--- config.mk ---
export PLATFORM = sky130hd
export DESIGN_NAME = din_channels
export DESIGN_NICKNAME = d
export VERILOG_FILES = /design/src/rtl/din_filter.v /design/src/rtl/din_channels.v
export VERILOG_INCLUDE_DIRS = /design/src /design/src/rtl
export SDC_FILE = /design/constraint.sdc
export NUM_CORES = 2
export LEC_CHECK = 0
export BUFFER_PORTS_ARGS = -buffer_cell sky130_fd_sc_hd__buf_4
export CORE_AREA = 2 2 379 381
export CTS_CLUSTER_SIZE = 14
export DETAILED_ROUTE_END_ITERATION = 16
export DIE_AREA = 0 0 381 383
export PLACE_DENSITY = 0.74
export SLEW_MARGIN = 20
export SYNTH_ARGS = -nofsm -noshare
export SYNTH_HDL_FRONTEND = slang
export SYNTH_HIERARCHICAL = 1
export SYNTH_SLANG_ARGS = --single-unit
export TNS_END_PERCENT = 1
--- constraint.sdc ---
create_clock -name clk -period 5.65 [get_ports clk]
set_input_delay 0.565 -clock clk [delete_from_list [all_inputs] [get_ports clk]]
set_output_delay 0.565 -clock clk [all_outputs]
set_load 0.005 [all_outputs]
--- src/rtl/din_map.vh ---
`ifndef DIN_MAP_VH
`define DIN_MAP_VH
// register indices (word address = index)
`define REG_CTRL 8'h00
`define REG_LEVEL 8'h01
`define REG_LATCH 8'h02
`define REG_IRQ_STAT 8'h03
`define REG_IRQ_MASK 8'h04
`define REG_CMD 8'h05
`define REG_CH_BASE 8'h10
`define CH_STRIDE 4
`define CH_CFG 2'h0
`define CH_WIDTH 2'h1
`define CH_COUNT 2'h2
`define CH_FREQ 2'h3
// channel cfg fields
`define CFG_MODE_LSB 0
`define CFG_MODE_MSB 2
`define CFG_INV 3
`define CFG_FILT 4
`define CFG_RETAIN 5
`define CFG_RUN 6
// command bits, per channel base
`define CMD_COMMIT 0
`define CMD_CLR_CNT 8
`define CMD_CLR_LAT 16
// modes
`define MODE_LEVEL 3'h0
`define MODE_COUNT 3'h1
`define MODE_RISE 3'h2
`define MODE_FALL 3'h3
`define MODE_FREQ 3'h4
// reset values
`define CFG_RST 7'h00
`define WIDTH_RST 32'h00010001
// timing
`define CLK_HZ 100000000
`define TICK_NS 100000
`define TICK_CYC ((`TICK_NS * (`CLK_HZ / 1000000)) / 1000)
`define GATE_TICKS 10000
`endif

--- src/rtl/din_filter.v ---
`timescale 1ns/1ps
`include "din_map.vh"
module din_filter (
   // clock and reset
   input wire clk,
   input wire rst,
   // conditioning
   input wire tick,
   input wire enable,
   input wire [15:0] min_low,
   input wire [15:0] min_high,
   input wire din,
   output reg dout
);
   reg [15:0] cnt_q;
   always @(posedge clk) begin
      if (rst) begin
         dout <= 1'b0;
         cnt_q <= 16'h0000;
      end else if (!enable) begin
         dout <= din;
         cnt_q <= 16'h0000;
      end else if (din == dout) begin
         cnt_q <= 16'h0000;
      end else if (tick) begin
         // a level must persist for its own minimum width
         if (cnt_q + 16'h0001 >= (din ? min_high : min_low)) begin
            dout <= din;
            cnt_q <= 16'h0000;
         end else begin
            cnt_q <= cnt_q + 16'h0001;
         end
      end
   end
endmodule

--- src/rtl/din_channels.v ---
`timescale 1ns/1ps
`include "din_map.vh"
// Function
// - five modes, applied on commit command
// - inversion complements input before processing
// - optional filter rejects short pulses
// - separate min low/high widths, 0.1 ms
// - counter mode counts pulses, readable
// - start/stop; stopped count holds
// - clear command zeroes count
// - inversion and filter apply when counting
// - retain keeps count across warm reset; power_up clears it
// - no retain: count zero at power-up
// - rising edge sets latch until clear
// - falling edge sets latch until clear
// - frequency reported in hertz
module din_channels (
   // clock and reset
   input wire clk,
   input wire rst,
   input wire power_up,
   // field inputs
   input wire [7:0] digital_input_channel,
   // register port
   input wire [7:0] addr,
   input wire [31:0] wdata,
   input wire wr,
   input wire rd,
   output reg [31:0] rdata,
   // status
   output reg [7:0] level_q,
   output reg [7:0] latch_q,
   output reg irq
);
   localparam NCH = 8;
   localparam [31:0] TICK_FULL = `TICK_CYC;
   localparam [31:0] GATE_FULL = `GATE_TICKS;
   localparam [16:0] TICK_CYC = TICK_FULL[16:0];
   localparam [13:0] GATE_TICKS = GATE_FULL[13:0];
   reg [16:0] div_q;
   reg tick_q;
   reg [13:0] gate_q;
   reg gate_end_q;
   reg [7:0] mask_q;
   reg [7:0] stat_q;
   wire [7:0] filt;
   wire [7:0] ev_latch;
   wire [7:0] ev_gate;
   reg [7:0] prev_q;
   reg [6:0] cfg_q [0:NCH-1];
   reg [2:0] mode_q [0:NCH-1];
   reg [31:0] width_q [0:NCH-1];
   reg [31:0] count_q [0:NCH-1];
   reg [31:0] fcnt_q [0:NCH-1];
   reg [31:0] freq_q [0:NCH-1];
   wire cmd_wr = wr && (addr == `REG_CMD);
   wire ch_sel = (addr >= `REG_CH_BASE) && (addr < `REG_CH_BASE + NCH * `CH_STRIDE);
   wire [7:0] ch_off = addr - `REG_CH_BASE;
   wire [2:0] ch_idx = ch_off[4:2];
   wire [1:0] ch_reg = ch_off[1:0];

   // 0.1 ms tick and frequency gate of 1 s, so counts read directly as hertz
   always @(posedge clk) begin
      if (rst) begin
         div_q <= 17'h00000;
         tick_q <= 1'b0;
         gate_q <= 14'h0000;
         gate_end_q <= 1'b0;
      end else begin
         tick_q <= (div_q == TICK_CYC - 17'h00001);
         div_q <= (div_q == TICK_CYC - 17'h00001) ? 17'h00000 : div_q + 17'h00001;
         gate_end_q <= 1'b0;
         if (tick_q) begin
            if (gate_q == GATE_TICKS - 14'h0001) begin
               gate_q <= 14'h0000;
               gate_end_q <= 1'b1;
            end else begin
               gate_q <= gate_q + 14'h0001;
            end
         end
      end
   end

   genvar g;
   generate
      for (g = 0; g < NCH; g = g + 1) begin : ch
         wire inv_in = digital_input_channel[g] ^ cfg_q[g][`CFG_INV];
         wire rise = filt[g] & ~prev_q[g];
         wire fall = ~filt[g] & prev_q[g];
         wire sel = ch_sel && (ch_idx == g);
         din_filter u_filt (
            .clk(clk),
            .rst(rst),
            .tick(tick_q),
            .enable(cfg_q[g][`CFG_FILT]),
            .min_low(width_q[g][15:0]),
            .min_high(width_q[g][31:16]),
            .din(inv_in),
            .dout(filt[g])
         );
         assign ev_latch[g] = ((mode_q[g] == `MODE_RISE) && rise) || ((mode_q[g] == `MODE_FALL) && fall);
         assign ev_gate[g] = gate_end_q && (mode_q[g] == `MODE_FREQ);
         always @(posedge clk) begin
            if (rst) begin
               cfg_q[g] <= `CFG_RST;
               mode_q[g] <= `MODE_LEVEL;
               width_q[g] <= `WIDTH_RST;
               fcnt_q[g] <= 32'h00000000;
               freq_q[g] <= 32'h00000000;
               prev_q[g] <= 1'b0;
               latch_q[g] <= 1'b0;
               level_q[g] <= 1'b0;
            end else begin
               prev_q[g] <= filt[g];
               level_q[g] <= filt[g];
               if (wr && sel && ch_reg == `CH_CFG)
                  cfg_q[g] <= wdata[6:0];
               if (wr && sel && ch_reg == `CH_WIDTH) begin
                  // zero widths are outside the legal range; held at 1
                  width_q[g][15:0] <= (wdata[15:0] == 16'h0000) ? 16'h0001 : wdata[15:0];
                  width_q[g][31:16] <= (wdata[31:16] == 16'h0000) ? 16'h0001 : wdata[31:16];
               end
               if (cmd_wr && wdata[`CMD_COMMIT + g])
                  mode_q[g] <= cfg_q[g][`CFG_MODE_MSB:`CFG_MODE_LSB];
               // set wins over clear
               if (ev_latch[g])
                  latch_q[g] <= 1'b1;
               else if (cmd_wr && wdata[`CMD_CLR_LAT + g])
                  latch_q[g] <= 1'b0;
               if (mode_q[g] != `MODE_FREQ) begin
                  fcnt_q[g] <= 32'h00000000;
               end else if (gate_end_q) begin
                  freq_q[g] <= fcnt_q[g] + {31'h00000000, rise};
                  fcnt_q[g] <= 32'h00000000;
               end else if (rise) begin
                  fcnt_q[g] <= fcnt_q[g] + 32'h00000001;
               end
            end
         end
         // counter survives a warm reset when retained and is cleared by it otherwise; power_up always clears it
         // retain copied outside reset, since cfg is cleared on the first reset edge
         reg keep_q;
         always @(posedge clk) begin
            if (power_up) begin
               count_q[g] <= 32'h00000000;
               keep_q <= 1'b0;
            end else if (rst) begin
               if (!keep_q)
                  count_q[g] <= 32'h00000000;
               // retained count kept as is
            end else begin
               keep_q <= cfg_q[g][`CFG_RETAIN];
               if (cmd_wr && wdata[`CMD_CLR_CNT + g])
                  count_q[g] <= 32'h00000000;
               else if (mode_q[g] == `MODE_COUNT && cfg_q[g][`CFG_RUN] && rise)
                  count_q[g] <= count_q[g] + 32'h00000001;
            end
         end
      end
   endgenerate

   // interrupts: read of status clears, new events win
   always @(posedge clk) begin
      if (rst) begin
         stat_q <= 8'h00;
         mask_q <= 8'h00;
         irq <= 1'b0;
      end else begin
         if (wr && addr == `REG_IRQ_MASK)
            mask_q <= wdata[7:0];
         stat_q <= (rd && addr == `REG_IRQ_STAT ? 8'h00 : stat_q) | ev_latch | ev_gate;
         irq <= |(stat_q & mask_q);
      end
   end

   always @(posedge clk) begin
      if (rst) begin
         rdata <= 32'h00000000;
      end else if (rd) begin
         if (ch_sel) begin
            case (ch_reg)
               `CH_CFG: rdata <= {25'h0000000, cfg_q[ch_idx]};
               `CH_WIDTH: rdata <= width_q[ch_idx];
               `CH_COUNT: rdata <= count_q[ch_idx];
               `CH_FREQ: rdata <= freq_q[ch_idx];
               default: rdata <= 32'h00000000;
            endcase
         end else begin
            case (addr)
               `REG_CTRL: rdata <= {24'h000000, mask_q};
               `REG_LEVEL: rdata <= {24'h000000, level_q};
               `REG_LATCH: rdata <= {24'h000000, latch_q};
               `REG_IRQ_STAT: rdata <= {24'h000000, stat_q};
               `REG_IRQ_MASK: rdata <= {24'h000000, mask_q};
               default: rdata <= 32'h00000000;
            endcase
         end
      end else begin
         rdata <= 32'h00000000;
      end
   end
endmodule

**Yosys cells after proc, flatten, opt, wreduce, memory -nomap -nowiden**

Memory sizes are Yosys's and may differ from the RTL's.
Cells that the tools add are included.

- Add/subtract/negate cells: 35
- Eq/ne operators: 89
- Bitwise gates (word level): 141
- Order comparisons: 10
- Reduce and logical (&&, ||, !) cells: 142
- Mux-type cells: 429

Operator list:

| kind | count |
|---|---|
| 32-bit 2-to-1 mux | 57 |
| 16-bit 2-to-1 mux | 34 |
| 32-bit by 1-bit adder with 32-bit output, second input constant | 16 |
| 1-bit 2-to-1 mux | 318 |
| 32-bit by 1-bit adder with 32-bit output | 8 |
| 16-bit by 1-bit adder with 16-bit output, second input constant | 8 |
| 16-bit >= comparator | 8 |
| 32-bit case mux with 4 select lines | 1 |
| 1-bit logical AND | 100 |
| 1-bit bitwise OR | 88 |
| 7-bit 2-to-1 mux | 8 |
| 3-bit by 2-bit equality test with 1-bit output, second input constant | 18 |
| 2-bit != test, second input constant | 24 |
| 3-bit equality test, second input constant | 12 |
| 16-bit zero test | 2 |
| 8-bit case mux with 4 select lines | 1 |
| 3-bit by 1-bit equality test with 1-bit output, second input constant | 9 |
| 1-bit inverter | 26 |
| 3-bit 2-to-1 mux | 8 |
| 3-bit != test, second input constant | 8 |
| 3-bit AND reduction | 8 |
| 3-bit OR reduction | 8 |
| 17-bit by 1-bit adder with 17-bit output, second input constant | 1 |
| 17-bit by 14-bit equality test with 1-bit output, second input constant | 1 |
| 24 further kinds | 74 |

- Bits of input ports: 53
- Output and inout bits: 49
- Memories kept: 6
- Bits in registers: 242
- Logic and storage cells: 900
- RAM bits: 1,104

Memory list:

| memory | depth | bits a word | rd ports | clocked after Yosys merged registers in | write ports | line | source |
|---|---|---|---|---|---|---|---|
| count_q | 8 | 32 | 9 | 0 | 8 | din_channels.v:53 | `reg [31:0] count_q [0:NCH-1];` |
| fcnt_q | 8 | 32 | 8 | 0 | 8 | din_channels.v:54 | `reg [31:0] fcnt_q [0:NCH-1];` |
| freq_q | 8 | 32 | 1 | 0 | 8 | din_channels.v:55 | `reg [31:0] freq_q [0:NCH-1];` |
| width_q | 8 | 32 | 9 | 0 | 8 | din_channels.v:52 | `reg [31:0] width_q [0:NCH-1];` |
| cfg_q | 8 | 7 | 9 | 0 | 8 | din_channels.v:50 | `reg [6:0] cfg_q [0:NCH-1];` |
| mode_q | 8 | 3 | 8 | 0 | 8 | din_channels.v:51 | `reg [2:0] mode_q [0:NCH-1];` |

**Logic depth before layout (Yosys ltp)**

An unclocked memory read counts as a cell.

- Word-level depth: 10
- Gate-level depth with buffers: 12
- Depth with buffers taken out: 10

**By module**

Netlist, hierarchy kept.

By module, submodules not included:

| module | area an instance (um^2) | instances | sequential area each (um^2) | cells each |
|---|---|---|---|---|
| din_channels | 64,279.1 | 1 | 35,273.8 | 5,629 |
| din_filter | 1,642.8 | 8 | 340.3 | 197 |

**Worst setup path after synthesis**

OpenSTA, ideal clock, no wires.

- Path type: input to register
- From: input addr[2]
- To: memory width_q[3][0] (enable)
- Stages on the path: 6
- Buffers on the path: 4
- Arrival: 3.983 ns
- Setup slack: 1.201 ns
- Setup time: 0.466 ns
- Required time: 5.184 ns
- Path through: buf_2 buf_2 buf_2 buf_2 nand3_1 o21ai_0

RTL lines:

| element | line | source |
|---|---|---|
| start, declared | din_channels.v:25 | `input wire [7:0] addr,` |
| end, declared | din_channels.v:52 |  |

==> flow_metrics.env <==
export IMPL_outcome="finished clean"
export IMPL_clk_pin_slew_ns=0.06
export IMPL_ys_flop_type="edfxtp_1"
export IMPL_design_die_area_sq_um=146000
export IMPL_antenna_found_initial=31
export IMPL_die_w_um=381
export IMPL_clkLatencyLatePin_ns=0.81
export IMPL_fin_nets=7357
export IMPL_p_leak_nw=28.7
export IMPL_ctsResizeCount=0
export IMPL_hold_path_class="input port to register"
export IMPL_p_sw_share_pct=24.4
export IMPL_worstHoldStart="power_up"
export IMPL_synth_common_cells="1104 x edfxtp_1, 918 x nor2_1, 545 x nand2_1, 410 x xor2_1, 399 x xnor2_1"
export IMPL_drt_pre_antenna_iters=7
export IMPL_cts_hold_buf=0
export IMPL_min_path_cells=2
export IMPL_async_reset_ff_share_pct=0
export IMPL_initial_core_util_pct=54.4
export IMPL_fin_crit_sh_pct=69.0
export IMPL_setup_ws_ns=1.75
export IMPL_post_drt_wl_per_cell_um=25.6
export IMPL_tns_ns=0
export IMPL_root_buffer="clkbuf_16"
export IMPL_io_buffers=101
export IMPL_critPathArrivalTime_ns=4.59
export IMPL_grt_start_max_net_pins=121
export IMPL_fillers=11500
export IMPL_dieHeight_um=383
export IMPL_synth_edf_count=1104
export IMPL_syn_avg_cell_area_sq_um=10.7
export IMPL_cts_setup_buffers=0
export IMPL_cts_buffers=150
export IMPL_fin_crit_ns=3.90
export IMPL_tightest_slew_ns=1.20
export IMPL_whs_ns=0.151
export IMPL_crit_reg2reg_launch="cfg_q[4][3]"
export IMPL_startpoint="cfg_q[4][3]"
export IMPL_fp_coreArea_sq_um=142000
export IMPL_globalRouteTotalUtil_pct=31.6
export IMPL_slew_headroom_pct=19.8
export IMPL_detail_route_vias_per_cell=6.42
export IMPL_synth_area_sq_um=77400
export IMPL_num_vias=58800
export IMPL_grt_pass1_wl_mm=349
export IMPL_total_power_mw=23.2
export IMPL_ios=102
export IMPL_reg2reg_depth=9
export IMPL_netlist_instances=7205
export IMPL_min_to="ch[4].keep_q"
export IMPL_syn2layout_area_growth_pct=9.56
export IMPL_switchingPower_mw=5.64
export IMPL_reg2reg_slack_ns=1.75
export IMPL_dr_first_iter_drc_count=7291
export IMPL_synth_cell_type_count=74
export IMPL_dpl_hpwl_mm=172
export IMPL_critPathCaptureType="register"
export IMPL_ys_warn_count=6
export IMPL_fin_worst_skew_ns=0.0400
export IMPL_clkPwrFrac_pct=43.3
export IMPL_synth_area_leaders="edfxtp_1 43%, dfxtp_1 6.3%, mux4_2 6.2%"
export IMPL_synth_top_cell_area_share_pct=42.8
export IMPL_drive_gt1_share_pct=10.3
export IMPL_p_seq_share_pct=49.3
export IMPL_grt_pass1_vias=55000
export IMPL_cts_sinks=1346
export IMPL_cts_tree="built"
export IMPL_synth_most_common_cell="edfxtp_1"
export IMPL_route_detailed_drc=0
export IMPL_clock_fmax_mhz=257
export IMPL_path_max_fanout=16
export IMPL_ant_nets=0
export IMPL_hold_violations=0
export IMPL_slew_viol_final=0
export IMPL_place_ws_ns=1.62
export IMPL_r2r_end="ch[4].u_filt/dout"
export IMPL_internal_power_mw=17.5
export IMPL_p_per_area_nw_per_um2=273
export IMPL_yosysSeqAreaShare_pct=49.1
export IMPL_path_class="register to register"
export IMPL_crit_required_ns=6.35
export IMPL_synth_seq_cells=1346
export IMPL_ctsLongestPathBuffers=3
export IMPL_place_congestion=0.977
export IMPL_setup_viol=0
export IMPL_yosysTopAreaCell="edfxtp_1"
export IMPL_wl_mm=235
export IMPL_overflow=0
export IMPL_num_rows=139
export IMPL_syn_num_nets=7428
export IMPL_rsz0062_at_grt="no"
export IMPL_ir_drop_uv=254
export IMPL_cap_violations=0
export IMPL_start_kind="register"
export IMPL_combinationalPowerShare_pct=7.4
export IMPL_h_tree_depth=4
==> power groups by stage <==
stage	clock (mW)	combinational (mW)	sequential, mW
6_report	10.0	1.71	11.4
5_1_grt	10.4	1.78	11.4
4_1_cts	10.1	1.67	11.4
2_1_floorplan	0	1.06	11.4
3_5_place_dp	0	1.66	11.6
3_3_place_gp	0	1.62	11.6
==> per-layer routing <==
layer / vias up / global-route usage (%) / share of wire (%)
met5: - / 0 / 0.094
met4: 34 / 15.9 / 5.6
met3: 535 / 8.29 / 11
met2: 3064 / 47.1 / 44
met1: 28800 / 42.7 / 39
li1: 26400 / - / -
==> cell type report <==
cell class | instances | area, sq um | area share, %
timing repair buffer | 207 | 1710 | 2.01
sequential | 1346 | 38000 | 44.8
clock inverter | 73 | 791 | 0.932
multi-input combinational | 5329 | 37400 | 44.1
tap | 1903 | 2380 | 2.81
antenna | 6 | 15.0 | 0.0177
clock buffer | 204 | 4150 | 4.90
inverter | 100 | 375 | 0.443
==> through the flow <==
| stage | utilization [%] | instances | area, sq um |
|---|---|---|---|
| final | 59.6 | 9168 | 84800 |
| after floorplan | - | 7205 | 77400 |
| after detailed placement | 56.0 | 8881 | 79700 |
| after CTS | 59.5 | 9158 | 84600 |
| after global placement | 56.0 | 8879 | 79600 |
| after global routing | 59.6 | 9163 | 84800 |
==> kinds of logic (layout without fill, tap and decap cells) <==
kind of cell	Yosys count	after routing	share of synthesized area [%]
simple gates	3313	3313	21.7
flops	1346	1346	49.1
xor+xnor	809	809	9.15
compound gates	593	593	5.20
buf+inv	530	584	2.90
mux	444	444	9.20
fa+ha+maj	170	170	2.75
other cells	0	6	0
==> worst max-delay path, stage by stage (launching register included) <==
cell and delay (ns):
edfxtp_1 0.43, xor2_2 0.71, buf_4 0.31, mux2i_1 0.21, ha_1 0.30, nand4_1 0.21
nor2_1 0.13, a2111oi_4 0.87, nand2_1 0.27, o311ai_1 0.35
==> worst max path at each step <==
stage          slack [ns]                 to
2_1_floorplan        1.20      width_q[3][0]
3_3_place_gp         1.74  ch[4].u_filt/dout
3_5_place_dp         1.62  ch[4].u_filt/dout
4_1_cts              1.79  ch[4].u_filt/dout
5_1_grt              1.49  ch[4].u_filt/dout
6_report             1.75  ch[4].u_filt/dout
==> registers in the layout (all words and copies together), names as in the netlist, 24 cells and up <==
register and cells:
ch.u_filt/cnt_q 128, freq_q 256, fcnt_q 256, mode_q 24, count_q 256, cfg_q 56, width_q 256, rdata 32
==> layout by cell type, fill, tap and decap left out, drive strengths merged, types with 16 or more instances in the layout <==
cell type / instances
edfxtp: 1104
nor2: 918
nand2: 545
xor2: 410
xnor2: 399
nand3: 394
and2: 348
nand4: 307
dfxtp: 242
mux2i: 212
mux4: 212
buf: 207
clkbuf: 204
a21oi: 178
ha: 170
and3: 166
nor3: 161
nor4: 151
o21ai: 142
inv: 103
and4: 79
or3: 74
o211ai: 64
clkinv: 50
nor2b: 32
nand2b: 30
a21o: 24
or4: 23
or2: 22
mux2: 20
nor3b: 19
nand3b: 19
a41oi: 19
a31oi: 19
a22o: 18
a2111oi: 16
No activity file was read; power rests on OpenSTA's default activity.
